### src/rtl/pssc_pkg.sv
// Operation
// - Second waking: minimum dwell, then all enabled supplies good
// - Dwell field bits 20:16 gives two-power cycles
// - Each sleeping state lasts exactly its dwell
// - Awake register has no dwell; bits 31:15 reserved
// - Bit 14 stops the tile clock
// - Bit 9 selects analogue converter pulse-frequency mode
// - Bit 8 selects core converter pulse-frequency mode
// - Bit 5 enables the IO supply output
// - Bit 4 enables the PLL linear regulator
// - Bit 1 analogue converter enable, read-only one
// - Bit 0 enables the core converter
// - Second sleeping register resets analogue-only
// - State is a three-bit code, 0 to 7
package pssc_pkg;

  // ----------------------------------------------------------------
  // Register offsets (byte addresses on APB)
  // ----------------------------------------------------------------
  localparam logic [7:0] OFS_WAKE2  = 8'h14;  // Second waking supply config.
  localparam logic [7:0] OFS_AWAKE  = 8'h18;  // Awake supply config.
  localparam logic [7:0] OFS_SLEEP1 = 8'h1c;  // First sleeping supply config.
  localparam logic [7:0] OFS_SLEEP2 = 8'h20;  // Second sleeping supply config.
  localparam logic [7:0] OFS_CTRL   = 8'h40;  // Sleep request control.
  localparam logic [7:0] OFS_STAT   = 8'h44;  // Sequencer status.

  // ----------------------------------------------------------------
  // Field positions
  // ----------------------------------------------------------------
  localparam int DWELL_LSB  = 16;  // Log2 dwell field, five bits.
  localparam int DWELL_W    = 5;   // Width of the dwell field.
  localparam int STATE_LSB  = 16;  // State code in the status register.
  localparam int B_CLKSTOP  = 14;  // Tile clock stop.
  localparam int B_ANA_PFM  = 9;   // Analogue converter modulation.
  localparam int B_CORE_PFM = 8;   // Core converter modulation.
  localparam int B_IO_EN    = 5;   // IO supply output enable.
  localparam int B_PLL_EN   = 4;   // PLL linear regulator enable.
  localparam int B_ANA_EN   = 1;   // Analogue converter enable.
  localparam int B_CORE_EN  = 0;   // Core converter enable.
  localparam int B_SLEEP    = 0;   // Sleep request in the control register.

  // ----------------------------------------------------------------
  // Write masks and reset values
  // ----------------------------------------------------------------
  localparam logic [31:0] WMASK_TIMED = 32'h001f_4331;  // Dwell plus settings.
  localparam logic [31:0] WMASK_AWAKE = 32'h0000_4331;  // Settings only.
  localparam logic [31:0] RO_ONES     = 32'h0000_0002;  // Analogue enable held at one.
  localparam logic [31:0] RST_WAKE2   = 32'h0010_0033;
  localparam logic [31:0] RST_AWAKE   = 32'h0000_0033;
  localparam logic [31:0] RST_SLEEP1  = 32'h0010_0022;
  localparam logic [31:0] RST_SLEEP2  = 32'h0010_0002;
  localparam logic [31:0] CFG_WAKE1   = 32'h0000_0022;  // Fixed first waking settings.
  localparam logic [31:0] CFG_ASLEEP  = 32'h0000_0002;  // Fixed asleep settings.

  // ----------------------------------------------------------------
  // Sequencer state codes and one-hot states
  // ----------------------------------------------------------------
  localparam logic [2:0] CODE_RESET  = 3'h0;
  localparam logic [2:0] CODE_ASLEEP = 3'h1;
  localparam logic [2:0] CODE_WAKE1  = 3'h2;
  localparam logic [2:0] CODE_WAKE2  = 3'h3;
  localparam logic [2:0] CODE_AWWAIT = 3'h4;
  localparam logic [2:0] CODE_AWAKE  = 3'h5;
  localparam logic [2:0] CODE_SLEEP1 = 3'h6;
  localparam logic [2:0] CODE_SLEEP2 = 3'h7;

  typedef enum logic [7:0] {
    ST_RESET  = 8'h01,
    ST_ASLEEP = 8'h02,
    ST_WAKE1  = 8'h04,
    ST_WAKE2  = 8'h08,
    ST_AWWAIT = 8'h10,
    ST_AWAKE  = 8'h20,
    ST_SLEEP1 = 8'h40,
    ST_SLEEP2 = 8'h80
  } pssc_state_t;

endpackage : pssc_pkg

### src/rtl/pssc_dwell_if.sv
// ------------------------------------------------------------------
// Link between the sequencer and its dwell timer
// ------------------------------------------------------------------
interface pssc_dwell_if;
  logic       restart;   // Restart counting from zero.
  logic [4:0] log2_len;  // Log2 of the dwell length in cycles.
  logic       expired;   // Last cycle of the dwell has been reached.

  modport tmr (input restart, input log2_len, output expired);
  modport seq (output restart, output log2_len, input expired);
endinterface : pssc_dwell_if

### src/rtl/pssc_dwell_timer.sv
// ------------------------------------------------------------------
// Dwell timer: counts cycles since state entry
// ------------------------------------------------------------------
module pssc_dwell_timer #(
  parameter int CNT_W = 32  // Counter width; field 31 needs 32 bits.
) (
  // Clock and reset
  input  wire logic core_clk_i,
  input  wire logic rst_n_i,
  // Sequencer side
  pssc_dwell_if.tmr dw
);
  import pssc_pkg::*;

  if (CNT_W < 32) begin : g_chk
    $error("pssc_dwell_timer: CNT_W must be at least 32");
  end

  logic [CNT_W-1:0] cnt_r;    // Cycles spent in the current state.
  logic [CNT_W-1:0] cnt_nxt;  // Next count.
  logic [CNT_W-1:0] last;     // Count value of the final dwell cycle.

  // ----------------------------------------------------------------
  // Next count
  // ----------------------------------------------------------------
  // The count saturates at the last cycle, and the compare is a
  // greater-or-equal so that shrinking the field mid-state cannot
  // make the timer run past its end and wrap.
  always_comb begin
    last    = (CNT_W'(1) << dw.log2_len) - CNT_W'(1);
    cnt_nxt = cnt_r;
    if (dw.restart) begin
      cnt_nxt = '0;
    end else if (cnt_r < last) begin
      cnt_nxt = cnt_r + CNT_W'(1);
    end
  end

  always_ff @(posedge core_clk_i or negedge rst_n_i) begin
    if (!rst_n_i) begin
      cnt_r <= '0;
    end else begin
      cnt_r <= cnt_nxt;
    end
  end

  // A state of length 2**n leaves at the edge where the count is 2**n-1.
  assign dw.expired = (cnt_r >= last);

endmodule : pssc_dwell_timer

### src/rtl/pssc_seq.sv
// ------------------------------------------------------------------
// Power state supply configuration and sequencer
// ------------------------------------------------------------------
module pssc_seq (
  // Clock and reset
  input  wire logic        core_clk_i,
  input  wire logic        rst_n_i,
  // APB slave
  input  wire logic        psel_i,
  input  wire logic        penable_i,
  input  wire logic        pwrite_i,
  input  wire logic [7:0]  paddr_i,
  input  wire logic [31:0] pwdata_i,
  output logic [31:0]      prdata_o,
  output logic             pready_o,
  output logic             pslverr_o,
  // Wake request and supply good reports
  input  wire logic        wake_i,
  input  wire logic        core_good_i,
  input  wire logic        analogue_good_i,
  input  wire logic        pll_good_i,
  input  wire logic        io_good_i,
  // Regulator and tile controls
  output logic             core_buck_converter_en_o,
  output logic             analogue_buck_converter_en_o,
  output logic             pll_linear_regulator_en_o,
  output logic             io_supply_output_en_o,
  output logic             core_buck_pfm_o,
  output logic             analogue_buck_pfm_o,
  output logic             tile_clk_stop_o,
  output logic [2:0]       seq_state_o
);
  import pssc_pkg::*;

  // ----------------------------------------------------------------
  // Declarations
  // ----------------------------------------------------------------
  logic [31:0]  cfg_r   [4];  // Supply configs: wake2, awake, sleep1, sleep2.
  logic [31:0]  cfg_nxt [4];  // Next values of the configs.
  pssc_state_t  state_r;      // Current sequencer state.
  pssc_state_t  state_nxt;    // Next sequencer state.
  logic [31:0]  act_cfg;      // Settings of the state being entered.
  logic [31:0]  cur_cfg;      // Settings of the current state.
  logic [2:0]   code_nxt;     // Three-bit code of the next state.
  logic [6:0]   out_r;        // Registered control outputs.
  logic [6:0]   out_nxt;      // Next control outputs.
  logic [2:0]   code_r;       // Registered state code.
  logic         all_good;     // Every enabled supply reports good.
  logic         sleep_go;     // Accepted sleep request.
  logic         acc_phase;    // APB access phase, before the answer.
  logic         wr_take;      // Write takes effect at this edge.
  logic         rd_hit;       // Address is mapped.
  logic [31:0]  rd_data;      // Read multiplexer output.
  logic         pready_nxt;   // Next ready.
  logic [31:0]  prdata_nxt;   // Next read data.
  logic         pslverr_nxt;  // Next error flag.
  logic         pready_r;     // Ready flop.
  logic [31:0]  prdata_r;     // Read data flop.
  logic         pslverr_r;    // Error flop.

  pssc_dwell_if dw ();  // Link to the dwell timer.

  // ----------------------------------------------------------------
  // Dwell timer
  // ----------------------------------------------------------------
  pssc_dwell_timer #(
    .CNT_W (32)
  ) u_dwell (
    .core_clk_i (core_clk_i),
    .rst_n_i    (rst_n_i),
    .dw         (dw)
  );

  // ----------------------------------------------------------------
  // APB handshake
  // ----------------------------------------------------------------
  // Every transfer takes one wait state: ready rises at the edge that ends
  // the first access cycle and the transfer completes at the following edge.
  // This keeps read data and the error flag straight from flip-flops.
  assign acc_phase = psel_i && penable_i && !pready_r;
  assign wr_take   = psel_i && penable_i && pready_r && pwrite_i;

  // Address decode and read multiplexer.
  always_comb begin
    rd_hit  = 1'b1;
    rd_data = 32'h0000_0000;
    unique case (paddr_i)
      OFS_WAKE2:  rd_data = cfg_r[0];
      OFS_AWAKE:  rd_data = cfg_r[1];
      OFS_SLEEP1: rd_data = cfg_r[2];
      OFS_SLEEP2: rd_data = cfg_r[3];
      OFS_CTRL:   rd_data = 32'h0000_0000;  // Request bit self-clears.
      OFS_STAT: begin
        // State code beside the settings now driven out.
        rd_data = 32'h0000_0000;
        rd_data[STATE_LSB +: 3] = code_r;
        rd_data[B_CLKSTOP]      = out_r[6];
        rd_data[B_ANA_PFM]      = out_r[5];
        rd_data[B_CORE_PFM]     = out_r[4];
        rd_data[B_IO_EN]        = out_r[3];
        rd_data[B_PLL_EN]       = out_r[2];
        rd_data[B_ANA_EN]       = out_r[1];
        rd_data[B_CORE_EN]      = out_r[0];
      end
      default: begin
        // Unmapped addresses answer with an error and zero data.
        rd_hit  = 1'b0;
        rd_data = 32'h0000_0000;
      end
    endcase
  end

  // Next values of the bus answer flops.
  always_comb begin
    pready_nxt  = acc_phase;
    prdata_nxt  = prdata_r;
    pslverr_nxt = 1'b0;
    if (acc_phase) begin
      pslverr_nxt = !rd_hit;
      prdata_nxt  = pwrite_i ? 32'h0000_0000 : rd_data;
    end
  end

  always_ff @(posedge core_clk_i or negedge rst_n_i) begin
    if (!rst_n_i) begin
      pready_r  <= 1'b0;
      prdata_r  <= 32'h0000_0000;
      pslverr_r <= 1'b0;
    end else begin
      pready_r  <= pready_nxt;
      prdata_r  <= prdata_nxt;
      pslverr_r <= pslverr_nxt;
    end
  end

  // ----------------------------------------------------------------
  // Configuration registers
  // ----------------------------------------------------------------
  // Only writable bits are stored from the bus; reserved bits read
  // zero and the analogue enable is forced to one, so software can
  // never switch that converter off from here.
  always_comb begin
    for (int i = 0; i < 4; i++) begin
      cfg_nxt[i] = cfg_r[i];
    end
    if (wr_take) begin
      unique case (paddr_i)
        OFS_WAKE2:  cfg_nxt[0] = (pwdata_i & WMASK_TIMED) | RO_ONES;
        OFS_AWAKE:  cfg_nxt[1] = (pwdata_i & WMASK_AWAKE) | RO_ONES;
        OFS_SLEEP1: cfg_nxt[2] = (pwdata_i & WMASK_TIMED) | RO_ONES;
        OFS_SLEEP2: cfg_nxt[3] = (pwdata_i & WMASK_TIMED) | RO_ONES;
        default: begin
          // Other addresses leave the configs untouched.
          for (int i = 0; i < 4; i++) begin
            cfg_nxt[i] = cfg_r[i];
          end
        end
      endcase
    end
  end

  always_ff @(posedge core_clk_i or negedge rst_n_i) begin
    if (!rst_n_i) begin
      cfg_r[0] <= RST_WAKE2;
      cfg_r[1] <= RST_AWAKE;
      cfg_r[2] <= RST_SLEEP1;
      cfg_r[3] <= RST_SLEEP2;
    end else begin
      cfg_r <= cfg_nxt;
    end
  end

  // A sleep request counts only while awake; elsewhere it is dropped.
  assign sleep_go = wr_take && (paddr_i == OFS_CTRL) && pwdata_i[B_SLEEP]
                    && (state_r == ST_AWAKE);

  // Every supply that the current settings enable must report good.
  assign all_good = (!out_r[0] || core_good_i) && (!out_r[1] || analogue_good_i)
                    && (!out_r[2] || pll_good_i) && (!out_r[3] || io_good_i);

  // ----------------------------------------------------------------
  // Sequencer state machine
  // ----------------------------------------------------------------
  always_comb begin
    state_nxt = state_r;
    unique case (state_r)
      ST_RESET:  state_nxt = ST_WAKE1;
      ST_ASLEEP: begin
        if (wake_i) begin
          state_nxt = ST_WAKE1;
        end
      end
      ST_WAKE1: begin
        if (dw.expired && all_good) begin
          state_nxt = ST_WAKE2;
        end
      end
      ST_WAKE2: begin
        // Minimum dwell first, then wait on the supplies.
        if (dw.expired && all_good) begin
          state_nxt = ST_AWWAIT;
        end
      end
      ST_AWWAIT: begin
        if (all_good) begin
          state_nxt = ST_AWAKE;
        end
      end
      ST_AWAKE: begin
        if (sleep_go) begin
          state_nxt = ST_SLEEP1;
        end
      end
      ST_SLEEP1: begin
        if (dw.expired) begin
          state_nxt = ST_SLEEP2;
        end
      end
      ST_SLEEP2: begin
        if (dw.expired) begin
          state_nxt = ST_ASLEEP;
        end
      end
      default: state_nxt = ST_RESET;  // Recover from an illegal code.
    endcase
  end

  always_ff @(posedge core_clk_i or negedge rst_n_i) begin
    if (!rst_n_i) begin
      state_r <= ST_RESET;
    end else begin
      state_r <= state_nxt;
    end
  end

  // Timer restarts on every change of state.
  assign dw.restart = (state_nxt != state_r);

  // ----------------------------------------------------------------
  // Settings of a state
  // ----------------------------------------------------------------
  // Awake-wait runs on the awake settings so the supplies it waits
  // on are those that the awake state will keep.
  function automatic logic [31:0] cfg_of(input pssc_state_t s,
                                         input logic [31:0] c0,
                                         input logic [31:0] c1,
                                         input logic [31:0] c2,
                                         input logic [31:0] c3);
    logic [31:0] r;
    r = CFG_ASLEEP;
    unique case (s)
      ST_WAKE1:           r = CFG_WAKE1;
      ST_WAKE2:           r = c0;
      ST_AWWAIT, ST_AWAKE: r = c1;
      ST_SLEEP1:          r = c2;
      ST_SLEEP2:          r = c3;
      default:            r = CFG_ASLEEP;
    endcase
    return r;
  endfunction

  // Three-bit code of a state.
  function automatic logic [2:0] code_of(input pssc_state_t s);
    logic [2:0] r;
    r = CODE_RESET;
    unique case (s)
      ST_ASLEEP: r = CODE_ASLEEP;
      ST_WAKE1:  r = CODE_WAKE1;
      ST_WAKE2:  r = CODE_WAKE2;
      ST_AWWAIT: r = CODE_AWWAIT;
      ST_AWAKE:  r = CODE_AWAKE;
      ST_SLEEP1: r = CODE_SLEEP1;
      ST_SLEEP2: r = CODE_SLEEP2;
      default:   r = CODE_RESET;
    endcase
    return r;
  endfunction

  assign cur_cfg     = cfg_of(state_r, cfg_r[0], cfg_r[1], cfg_r[2], cfg_r[3]);
  assign dw.log2_len = cur_cfg[DWELL_LSB +: DWELL_W];

  // ----------------------------------------------------------------
  // Control outputs
  // ----------------------------------------------------------------
  // Outputs follow the state being entered, so they change at the
  // same edge as the state; a write to the current state's register
  // shows at the same edge at which it is taken.
  always_comb begin
    act_cfg    = cfg_of(state_nxt, cfg_nxt[0], cfg_nxt[1], cfg_nxt[2], cfg_nxt[3]);
    code_nxt   = code_of(state_nxt);
    out_nxt[6] = act_cfg[B_CLKSTOP];
    out_nxt[5] = act_cfg[B_ANA_PFM];
    out_nxt[4] = act_cfg[B_CORE_PFM];
    out_nxt[3] = act_cfg[B_IO_EN];
    out_nxt[2] = act_cfg[B_PLL_EN];
    out_nxt[1] = act_cfg[B_ANA_EN];
    out_nxt[0] = act_cfg[B_CORE_EN];
  end

  always_ff @(posedge core_clk_i or negedge rst_n_i) begin
    if (!rst_n_i) begin
      out_r  <= CFG_ASLEEP[6:0];
      code_r <= CODE_RESET;
    end else begin
      out_r  <= out_nxt;
      code_r <= code_nxt;
    end
  end

  // ----------------------------------------------------------------
  // Port drive
  // ----------------------------------------------------------------
  assign prdata_o                     = prdata_r;
  assign pready_o                     = pready_r;
  assign pslverr_o                    = pslverr_r;
  assign tile_clk_stop_o              = out_r[6];
  assign analogue_buck_pfm_o          = out_r[5];
  assign core_buck_pfm_o              = out_r[4];
  assign io_supply_output_en_o        = out_r[3];
  assign pll_linear_regulator_en_o    = out_r[2];
  assign analogue_buck_converter_en_o = out_r[1];
  assign core_buck_converter_en_o     = out_r[0];
  assign seq_state_o                  = code_r;

endmodule : pssc_seq

### config.mk
export PLATFORM = sky130hd
export DESIGN_NAME = pssc_seq
export DESIGN_NICKNAME = d
export VERILOG_FILES = /design/src/rtl/pssc_pkg.sv /design/src/rtl/pssc_dwell_if.sv /design/src/rtl/pssc_dwell_timer.sv /design/src/rtl/pssc_seq.sv
export SDC_FILE = /design/constraint.sdc
export NUM_CORES = 1
export LEC_CHECK = 0
export ABC_AREA = 1
export CAP_MARGIN = 10
export CORE_MARGIN = 5
export CORE_UTILIZATION = 55
export CTS_CLUSTER_DIAMETER = 40
export DETAILED_ROUTE_END_ITERATION = 7
export DONT_BUFFER_PORTS = 1
export PLACE_DENSITY = 0.81
export SYNTH_ARGS = -nofsm -noshare
export SYNTH_HDL_FRONTEND = slang
export SYNTH_SLANG_ARGS = --single-unit
### constraint.sdc
create_clock -name core_clk_i -period 5.7 [get_ports core_clk_i]
set_input_delay 0 -clock core_clk_i [delete_from_list [all_inputs] [get_ports core_clk_i]]
set_output_delay 0 -clock core_clk_i [all_outputs]
set_load 0.01 [all_outputs]
# == After elaboration in Yosys (flattened, before gate mapping) ==
# Index checks and enable logic that the tools add are counted.
# word_totals
ff_bits,212
inputBits,50
out_inout_bits,44
elab_cells,85
# classes
addsub,2
magnitude_cmp,2
eq_ne,22
n_shift,1
n_mux,22
n_reduce_logical,25
# op_table
operator,count
$mux 32,7
$pmux 32 s5,1
$mux 128,1
$pmux 21 s5,1
$pmux 15 s5,1
$pmux 8 s8,1
$mux 8,7
$eq 8x5->1 const B,5
$add 32x1->32 const B,1
$eq 8x7->1 const B,4
$ge 32x32->1,1
$lt 32x32->1,1
$shl 1x5->32 const A,1
$sub 32x2->32 const B,1
$eq 8x6->1 const B,3
$pmux 3 s7,1
$eq 8x2->1 const B,2
$eq 8x3->1 const B,2
$eq 8x4->1 const B,2
$eq 8x8->1 const B,2
$logic_and 1x1->1,11
$eq 8x1->1 const B,1
$ne 8x8->1,1
$logic_not 1->1,6
other kinds (5),10

# == Longest topological paths before layout ==
# Gate-level depths: netlist (run 1).
# logic_depth
depth_word,12
depth_mapped,37
depth_no_buf,35

# == By module ==
# Synthesis (run 1) repeated with hierarchy kept, for this count alone.
# unflattened
hier_cells,1293
hier_area_um2,9253.9
# by_module_without_submodules
mod,n_inst,cells_each,area_per_inst_um2,seq_area_each_um2
pssc_seq,1,662,5441.5,2897.8
pssc_dwell_timer,1,631,3812.4,800.8

# == Worst setup path before layout (run 1) ==
# OpenSTA, ideal clock, no wires.
# synth_timing
path_type,flip-flop to flip-flop
from,reg state_r[0]
to,reg u_dwell.cnt_r[0]
arrival_time_ns,4.101
required_time_ns,5.623
setup_slack_ns,1.521
path_stages_with_launch,37
cell_sequence,dfstp_2 > inv_1 > nand2_2 > nor2_2 > buf_6 > nand3_1 > clkinv_1 > nor2_1 > and2_1 > buf_6 > nand2_1 > nor2_1 > nand2_1 > ha_1 > nand3_2 > inv_2 > nand2_2 > nor2_4 > nand3_1 > nand2_1 > ha_1 > nand2_1 > inv_1 > nand2_1 > nand2_1 > nand2_1 > a21oi_1 > nor2_1 > nand3_1 > nand2_1 > nand2_1 > nand2_1 > nand3_1 > nor2_1 > nand2_1 > buf_2 > a21oi_1
# synth_via
elab_chain_cells,11
word_cells_on_any_way,27
cone_classes,1 x add/sub; 2 x order compare; 9 x eq/ne; 1 x shift; 10 x mux; 4 x reduce/logical
# synth_lines
item,line_no,text
from (decl),pssc_seq.sv:40,pssc_state_t state_r;
from (signal assigned),pssc_seq.sv:232,state_r <= state_nxt;
$eq 8x6->1 or $eq 8x5->1 (tied branches),"pssc_seq.sv:175, pssc_seq.sv:186, pssc_seq.sv:251",
$reduce_or 2->1,pssc_seq.sv:251,unique case (s)
$pmux 21 s5,pssc_seq.sv:251,
$shl 1x5->32,pssc_dwell_timer.sv:30,last = (CNT_W'(1) << dw.log2_len) - CNT_W'(1);
$sub 32x2->32,pssc_dwell_timer.sv:30,
$ge 32x32->1,pssc_dwell_timer.sv:48,assign dw.expired = (cnt_r >= last);
$logic_and 1x1->1,"pssc_seq.sv:194, pssc_seq.sv:200",
"$mux 8, on equally long branches","pssc_seq.sv:200, pssc_seq.sv:194",
$pmux 8 s8,pssc_seq.sv:186,unique case (state_r)
$ne 8x8->1,pssc_seq.sv:237,assign dw.restart = (state_nxt != state_r);
$mux 32 or $reduce_bool 2->1 (tied branches),--,
to (signal assigned),pssc_dwell_timer.sv:43,cnt_r <= cnt_nxt;
to (decl),pssc_dwell_timer.sv:19,logic [CNT_W-1:0] cnt_r;
# Parallel ways exist; a longest one is shown, timed or not.
# A chain may end at the register's enable or synchronous reset.

# == Final worst setup path (run 1) ==
# layout_timing
from,reg state_r[2]
to,reg u_dwell.cnt_r[1]
# The elaborated chain is that of the path after synthesis.

==> results of run 1 <==
## routing by layer
metal  vias up  part of all wire  global-route usage
met2       361              0.47              0.4117
li1       3822                 -                   -
met1      3775              0.42              0.3389
met4         0             0.023             0.08063
met5         -                 0                   0
met3        51             0.081             0.05366
## logic make-up after synthesis
logic type                 after synthesis
buffers and inverters                  196
other                                    2
and+or+nand+nor                        594
AOI/OAI and AO/OA                      166
adders and majority gates               34
DFF                                    147
xor gates and xnor gates                24
## final cells by class
class	instances	area, um2
clock buffer	19	442.9
clock inverter	13	162.7
fill	1346	6000
inverter	155	584.3
multi-input combinational	831	4269
sequential	147	3699
tap	216	270.3
timing repair buffer	28	285.3
## critical path: cells and delay by family (launching register included)
family	cells	cell delay [ns]
DFF	1	0.43
and+or+nand+nor	25	3.39
adders and majority gates	2	0.48
buffers and inverters	5	0.63
AOI/OAI and AO/OA	2	0.23
## per-stage QoR
stage	TNS, ns	power (mW)	util	area (um2)
6_report	0	3.377	0.6182	9713
4_1_cts	0	3.349	0.6140	9648
3_3_place_gp	0	2.129	0.5629	8845
5_1_grt	-0.01076	3.562	0.6182	9713
3_5_place_dp	0	2.154	0.5629	8845
2_1_floorplan	0	1.935	-	8786
## final timing paths
kind / endpoint
worst max-delay path: u_dwell.cnt_r[1]
worst min-delay path: state_r[2]
worst max register to register: u_dwell.cnt_r[1]
worst min register to register: flip-flop
max in group asynchronous: asynchronous set/reset pin
min in group asynchronous: cfg_r[46]
## cells in the mapped netlist (3+ instances only)
| cell | n |
|---|---|
| o21ai_0 | 87 |
| nor3_2 | 6 |
| a221oi_1 | 12 |
| buf_2 | 6 |
| inv_2 | 10 |
| nand3_1 | 48 |
| o22ai_1 | 25 |
| a21oi_1 | 24 |
| inv_1 | 142 |
| nor3_1 | 19 |
| dfstp_2 | 16 |
| nand2_2 | 9 |
| xnor2_1 | 6 |
| nor4_1 | 4 |
| ha_1 | 34 |
| xor2_1 | 18 |
| a211oi_1 | 4 |
| nand4_1 | 47 |
| nand3b_1 | 4 |
| nor2_2 | 9 |
| a311oi_1 | 3 |
| nand3_2 | 3 |
| nand2_1 | 303 |
| nor2_1 | 132 |
| dfrtp_1 | 131 |
| buf_6 | 5 |
| clkbuf_1 | 17 |
| buf_4 | 12 |
## what timing repair did
action,4_1_cts,5_1_grt
endpoints found under the hold margin,205,0
buffers inserted,0,6
resized for setup,0,2
setup endpoints to repair,0,37
hold buffers,18,0
## power breakdown
part	total [mW]	internal (mW)	switching, mW
combinational	1.08	0.290	0.791
clock	1.16	0.674	0.488
sequential	1.13	1.09	0.0424
==> parameters.txt, run 1 <==
Parameter                              Value

Logic synthesis
  Area share of the leading cell type in the synthesized netlist ... 0.3749
  EDFF count, synth ... 0
  Count of distinct cell types in the synthesized netlist ... 46
  Post-Syn Instances ... 1163
  Share of synthesized area spent on multiplexers ... 0
  Synth warn ... 0
  Sequential fraction of the synthesis area ... 0.4230
  Yosys reg bits ... 147
  Total standard cell area after synthesis ... 8745 um2
  Ys async rst share ... 1.000
  Fraction of the mapped netlist area in compound gates ... 0.1092
  Post-synthesis simple-gate area fraction ... 0.2996
  Biggest area contributors in the synthesized netlist ... dfrtp_1, nand2_1, inv_1
  Average instance area after synthesis ... 7.519 um2
  Xor/xnor share of the synthesized area ... 0.02404
  Largest family of logic cells by synthesized area ... simple AND/OR/NAND/NOR gates
  Adder and majority cell fraction of the synthesized area ... 0.04865
  Cell type contributing the most total cell area after synthesis ... dfrtp_1
  Predominant post-synthesis flop cell ... dfrtp_1

Global route
  Leftover overflow at the end of global routing ... 0
  Wire length of the first global-routing pass ... roughly 37000 um
  Initial antenna violation count ... 0
  Number of global-route vias before repair ... 7617
  Maximum number of pins on one net before global-route repair ... 148
  Combined global-route utilization of all metal layers ... 0.2527

Worst setup path
  Kind of launch point of the worst setup path ... flip-flop
  Worst stage delay on the critical path ... 0.43 ns
  Worst-case register-to-register setup slack ... 0.43 ns
  Cell repeated most along the worst path ... nand2_1
  Crit end category ... flip-flop
  Depth of the worst register-to-register path ... 34
  Worst EP arrival ... 5.62 ns
  Startpoint of the worst register-to-register path ... state_r[2]
  Launching element of the worst setup path ... state_r[2]
  Category of the most critical setup path ... reg2reg
  Critical-path cell with the highest stage delay ... dfrtp_1
  Largest driver fanout on the critical path ... 30
  Required arrival time at the worst endpoint ... 6.04 ns

Place
  Buffers added on ports ... 0
  Inst Count DP ... between 1000 and 1500
  Placement Setup Slack ... 0.3137 ns
  Estimated wirelength of the detail-placed design ... ~16000 um
  Placer Congestion ... approximately 0.91

Die
  Row count ... 46
  Vertical die dimension ... 136.1 um
  Floorplan Core Area ... approximately 16000 um2
  Chip Width ... between 100 and 150 um
  Starting density of the core ... 0.5565
  DIE AREA ... 18520 um2
  Boundary Pins ... 94

Pwr
  Power per unit of standard cell area ... 347.7 nW/um2
  Leakage power summed over all cells ... ~5 nW
  Worst-case vdd ir drop ... between 0.2 and 0.3 mV

Detailed routing
  Via count of the routed design ... around 8000
  Starting DRC count in detailed routing ... 859
  DRC ... 0
  Via density per instance ... about 5.7
  Routed length per instance ... roughly 16 um
  Sum of routed wire length over all layers ... 22420 um
  Drt pass-1 iters ... 5
  Antenna Violating Nets Remaining ... 0

Clock network
  Clock-pin slew on the worst setup and hold paths ... ~0.06 ns
  CTS root buf ... clkbuf_16
  Number of buffers created by CTS ... 17
  Clk buf depth ... 2
  Clk_lat worst skew ... 0.43 ns
  CTS tree ... built
  Maximum level of the CTS H-tree ... 4
  CTS sink count ... 147

Timing
  Count of endpoints failing setup in the final report ... 0
  Worst setup slack after layout ... between 0.4 and 0.5 ns
  Pins Over Slew Limit ... 0
  Headroom to the max-slew limit ... 0.2041
  Post-layout minimum cycle time ... 5.272 ns
  Number of endpoints with negative hold slack in the final report ... 0
  Actual transition at the worst max-transition pin ... 1.193 ns
  Max Clock Freq ... 189.7 MHz
  Final setup skew ... 0.01274 ns
  Final Cycle Share ... 0.9249
  Hold slack ... 0.01837 ns

Min path
  Path category of the worst min-delay check ... in2reg
  Hold Path Depth ... 4
  Worst hold path startpoint ... wake_i

Final layout
  Synth-to-layout area growth ... 11.07%
  Commonest cells after routing, fill and taps aside ... nand2_1, inv_1, dfrtp_1
  Number of cells in the finished layout apart from fillers ... 1409
  Number of nets in the final layout ... between 1000 and 1500
  Share of post-route cells with drive strength above 1 ... 0.08885
  Number of antenna repair diodes ... 0
  Leading cell type in the layout, fill and taps excluded ... nand2_1

Job
  Max-cap check violation count ... 0

Status
  Outcome ... finished, final reports clean
Note: power is estimated with default switching activity, not from simulation.
==> run 2, diff against run 1 <==
Settings changed: MAX_ROUTING_LAYER set to met4.
==> run 2 against run 1 <==
  * Wire length is 1.3% higher
  * Global-route usage rose by 1.1 points
  * Clock-buffer cell count fell by 1
  * Combinational power is essentially flat
  * Worst hold slack improved by 0.0058 ns
  * Clock power about the same
  * Final cell count fell by 0.35%
  * Utilization is 0.22 points lower
  * First-iteration DRC count fell by 8.3%
  * Worst setup slack lost 0.0036 ns
  * Critical endpoint is now out_r[5]
==> parameters.txt, run 2 (synthesized netlist as in run 1, its figures left out) <==
Parameter                              Value

Die
  Starting density of the core ... 0.5565
  Boundary Pins ... 94
  Chip Width ... 136.1 um
  DIE AREA ... 18520 um2
  Floorplan Core Area ... around 16000 um2
  Vertical die dimension ... 136.1 um
  Row count ... 46

Clock network
  Clk_lat worst skew ... ~0.44 ns
  CTS tree ... built
  Clk buf depth ... 2
  CTS root buf ... clkbuf_16
  Maximum level of the CTS H-tree ... 4
  Number of buffers created by CTS ... 17
  CTS sink count ... ~150
  Clock-pin slew on the worst setup and hold paths ... around 0.07 ns

Timing
  Actual transition at the worst max-transition pin ... about 1.2 ns
  Final Cycle Share ... 0.9256
  Headroom to the max-slew limit ... 0.1893
  Setup repair after global routing missed its margin ... no
  Number of endpoints with negative hold slack in the final report ... 0
  Accumulated negative setup slack ... 0 ns
  Count of endpoints failing setup in the final report ... 0
  Post-layout minimum cycle time ... roughly 5.3 ns
  Max Clock Freq ... 189.5 MHz
  Pins Over Slew Limit ... 0
  Final setup skew ... 0.01258 ns

Detailed routing
  Via count of the routed design ... 8011
  Starting DRC count in detailed routing ... 788
  Via density per instance ... 5.706
  Routed length per instance ... 16.17 um
  Drt pass-1 iters ... 7
  Antenna Violating Nets Remaining ... 0
  Sum of routed wire length over all layers ... 22700 um
  DRC ... 0

Min path
  Path category of the worst min-delay check ... in2reg
  Hold Path Depth ... 3
  Worst hold path startpoint ... paddr_i[7]
  Terminating pin of the worst hold path ... prdata_o[9]

Worst setup path
  Worst-case register-to-register setup slack ... 0.42 ns
  Startpoint of the worst register-to-register path ... state_r[0]
  Largest driver fanout on the critical path ... 19
  Crit end category ... flip-flop
  Critical-path cell with the highest stage delay ... nor3_4
  Worst EP arrival ... around 5.6 ns
  Kind of launch point of the worst setup path ... flip-flop
  Depth of the worst register-to-register path ... 24
  Required arrival time at the worst endpoint ... 6.00 ns
  Category of the most critical setup path ... reg2reg
  Worst stage delay on the critical path ... 0.63 ns
  Cell repeated most along the worst path ... nand2_1
  Terminus of the critical flop-to-flop path ... out_r[5]
  Critical-path cell list ... inv_1, nand2_2, nor2_4, nand2_2, nor2_1, nor3_4, inv_4, nand2_1, nand2_1, nor4_1, nand3_1, ha_1, a21oi_1, o21ai_0, nand2_1, nand2_1, nor2_2, nand3_1, nand2_1, nand2_1, a21oi_1, nand3_1, nand2_1, nand4_1

Final layout
  Share of post-route cells with drive strength above 1 ... 0.08586
  Commonest cells after routing, fill and taps aside ... nand2_1, inv_1, dfrtp_1
  Number of antenna repair diodes ... 0
  Number of nets in the final layout ... 1259
  Leading cell type in the layout, fill and taps excluded ... nand2_1
  Synth-to-layout area growth ... 10.67%

Status
  Outcome ... finished, final reports clean

Global route
  Leftover overflow at the end of global routing ... 0
  Combined global-route utilization of all metal layers ... 0.2634
  Number of global-route vias before repair ... 7692
  Maximum number of pins on one net before global-route repair ... approximately 150
  Wire length of the first global-routing pass ... 37560 um
  Initial antenna violation count ... 0

Pwr
  Internal power ... 2.057 mW
  Power per unit of standard cell area ... 352.0 nW/um2
  Overall Power ... 3.406 mW
  Power dissipated by switching net loads ... approximately 1.3 mW
  Switching fraction of total power ... 0.3961
  Part of the total power dissipated in the clock network ... 0.350
  Worst-case vdd ir drop ... roughly 0.25 mV
  Leakage power summed over all cells ... between 4 and 5 nW
  Share of power burned in combinational logic ... 0.317
  Sequential cell fraction of total power ... 0.333

Place
  Estimated wirelength of the detail-placed design ... 15600 um
  Placer Congestion ... just over 0.9
  Buffers added on ports ... 0

Job
  Max-cap check violation count ... 0
==> run 2: what timing repair did <==
| item | 4_1_cts | 5_1_grt |
|---|---|---|
| resized for setup | 0 | 2 |
| buffers inserted | 0 | 1 |
| hold endpoints to repair | 204 | 0 |
| setup endpoints to repair | 0 | 40 |
| hold buffers | 18 | 0 |
==> run 2: area by class of cell <==
class	instances	area, um2
multi-input combinational	831	4269
fill	1310	6035
sequential	147	3699
timing repair buffer	23	235.2
inverter	155	584.3
tap	216	270.3
clock buffer	18	439.2
clock inverter	14	181.4
==> run 2: metrics by stage <==
stage | std cells | hold WS (ns) | worst slack (ns) | cell area, um2 | util
after floorplan | 1174 | -0.2956 | 1.521 | 8786 | -
after global placement | 1353 | -0.2930 | 0.5046 | 8845 | 0.5629
after detailed placement | 1353 | -0.2932 | 0.3035 | 8845 | 0.5629
after CTS | 1403 | 0.02507 | 0.2783 | 9663 | 0.6150
after global routing | 1404 | 0.06146 | 0.01014 | 9678 | 0.6159
final | 1404 | 0.02413 | 0.4242 | 9678 | 0.6159
==> run 2: how the worst max path moves through the flow <==
stage / endpoint / slack (ns) / cells past startpoint / startpoint
2_1_floorplan: u_dwell.cnt_r[0] / 1.52 / 36 / state_r[0]
3_3_place_gp: u_dwell.cnt_r[0] / 0.50 / 34 / state_r[2]
3_5_place_dp: u_dwell.cnt_r[0] / 0.30 / 34 / state_r[2]
4_1_cts: u_dwell.cnt_r[0] / 0.28 / 34 / state_r[2]
5_1_grt: u_dwell.cnt_r[0] / 0.01 / 32 / state_r[2]
6_report: out_r[5] / 0.42 / 24 / state_r[0]
==> run 2: power groups by stage <==
stage,registers (mW),clock network (mW),logic [mW]
2_1_floorplan,1.14,0,0.793
3_3_place_gp,1.15,0,0.976
3_5_place_dp,1.15,0,1.00
4_1_cts,1.13,1.19,1.05
5_1_grt,1.14,1.24,1.21
6_report,1.13,1.19,1.08
==> run 2: layer usage <==
layer / wire [um] / global-route usage
met3: 1695 / 0.04478
met1: 9575 / 0.3381
met2: 10810 / 0.4210
met4: 614 / 0.09966
met5: 0 / -
==> run 2: worst max-delay path, delay by kind of cell (launching register included) <==
kind	cells	cell delay (ns)
and+or+nand+nor	18	3.56
buffers and inverters	2	0.25
adders and majority gates	1	0.32
AOI/OAI and AO/OA	3	0.46
DFF	1	0.52
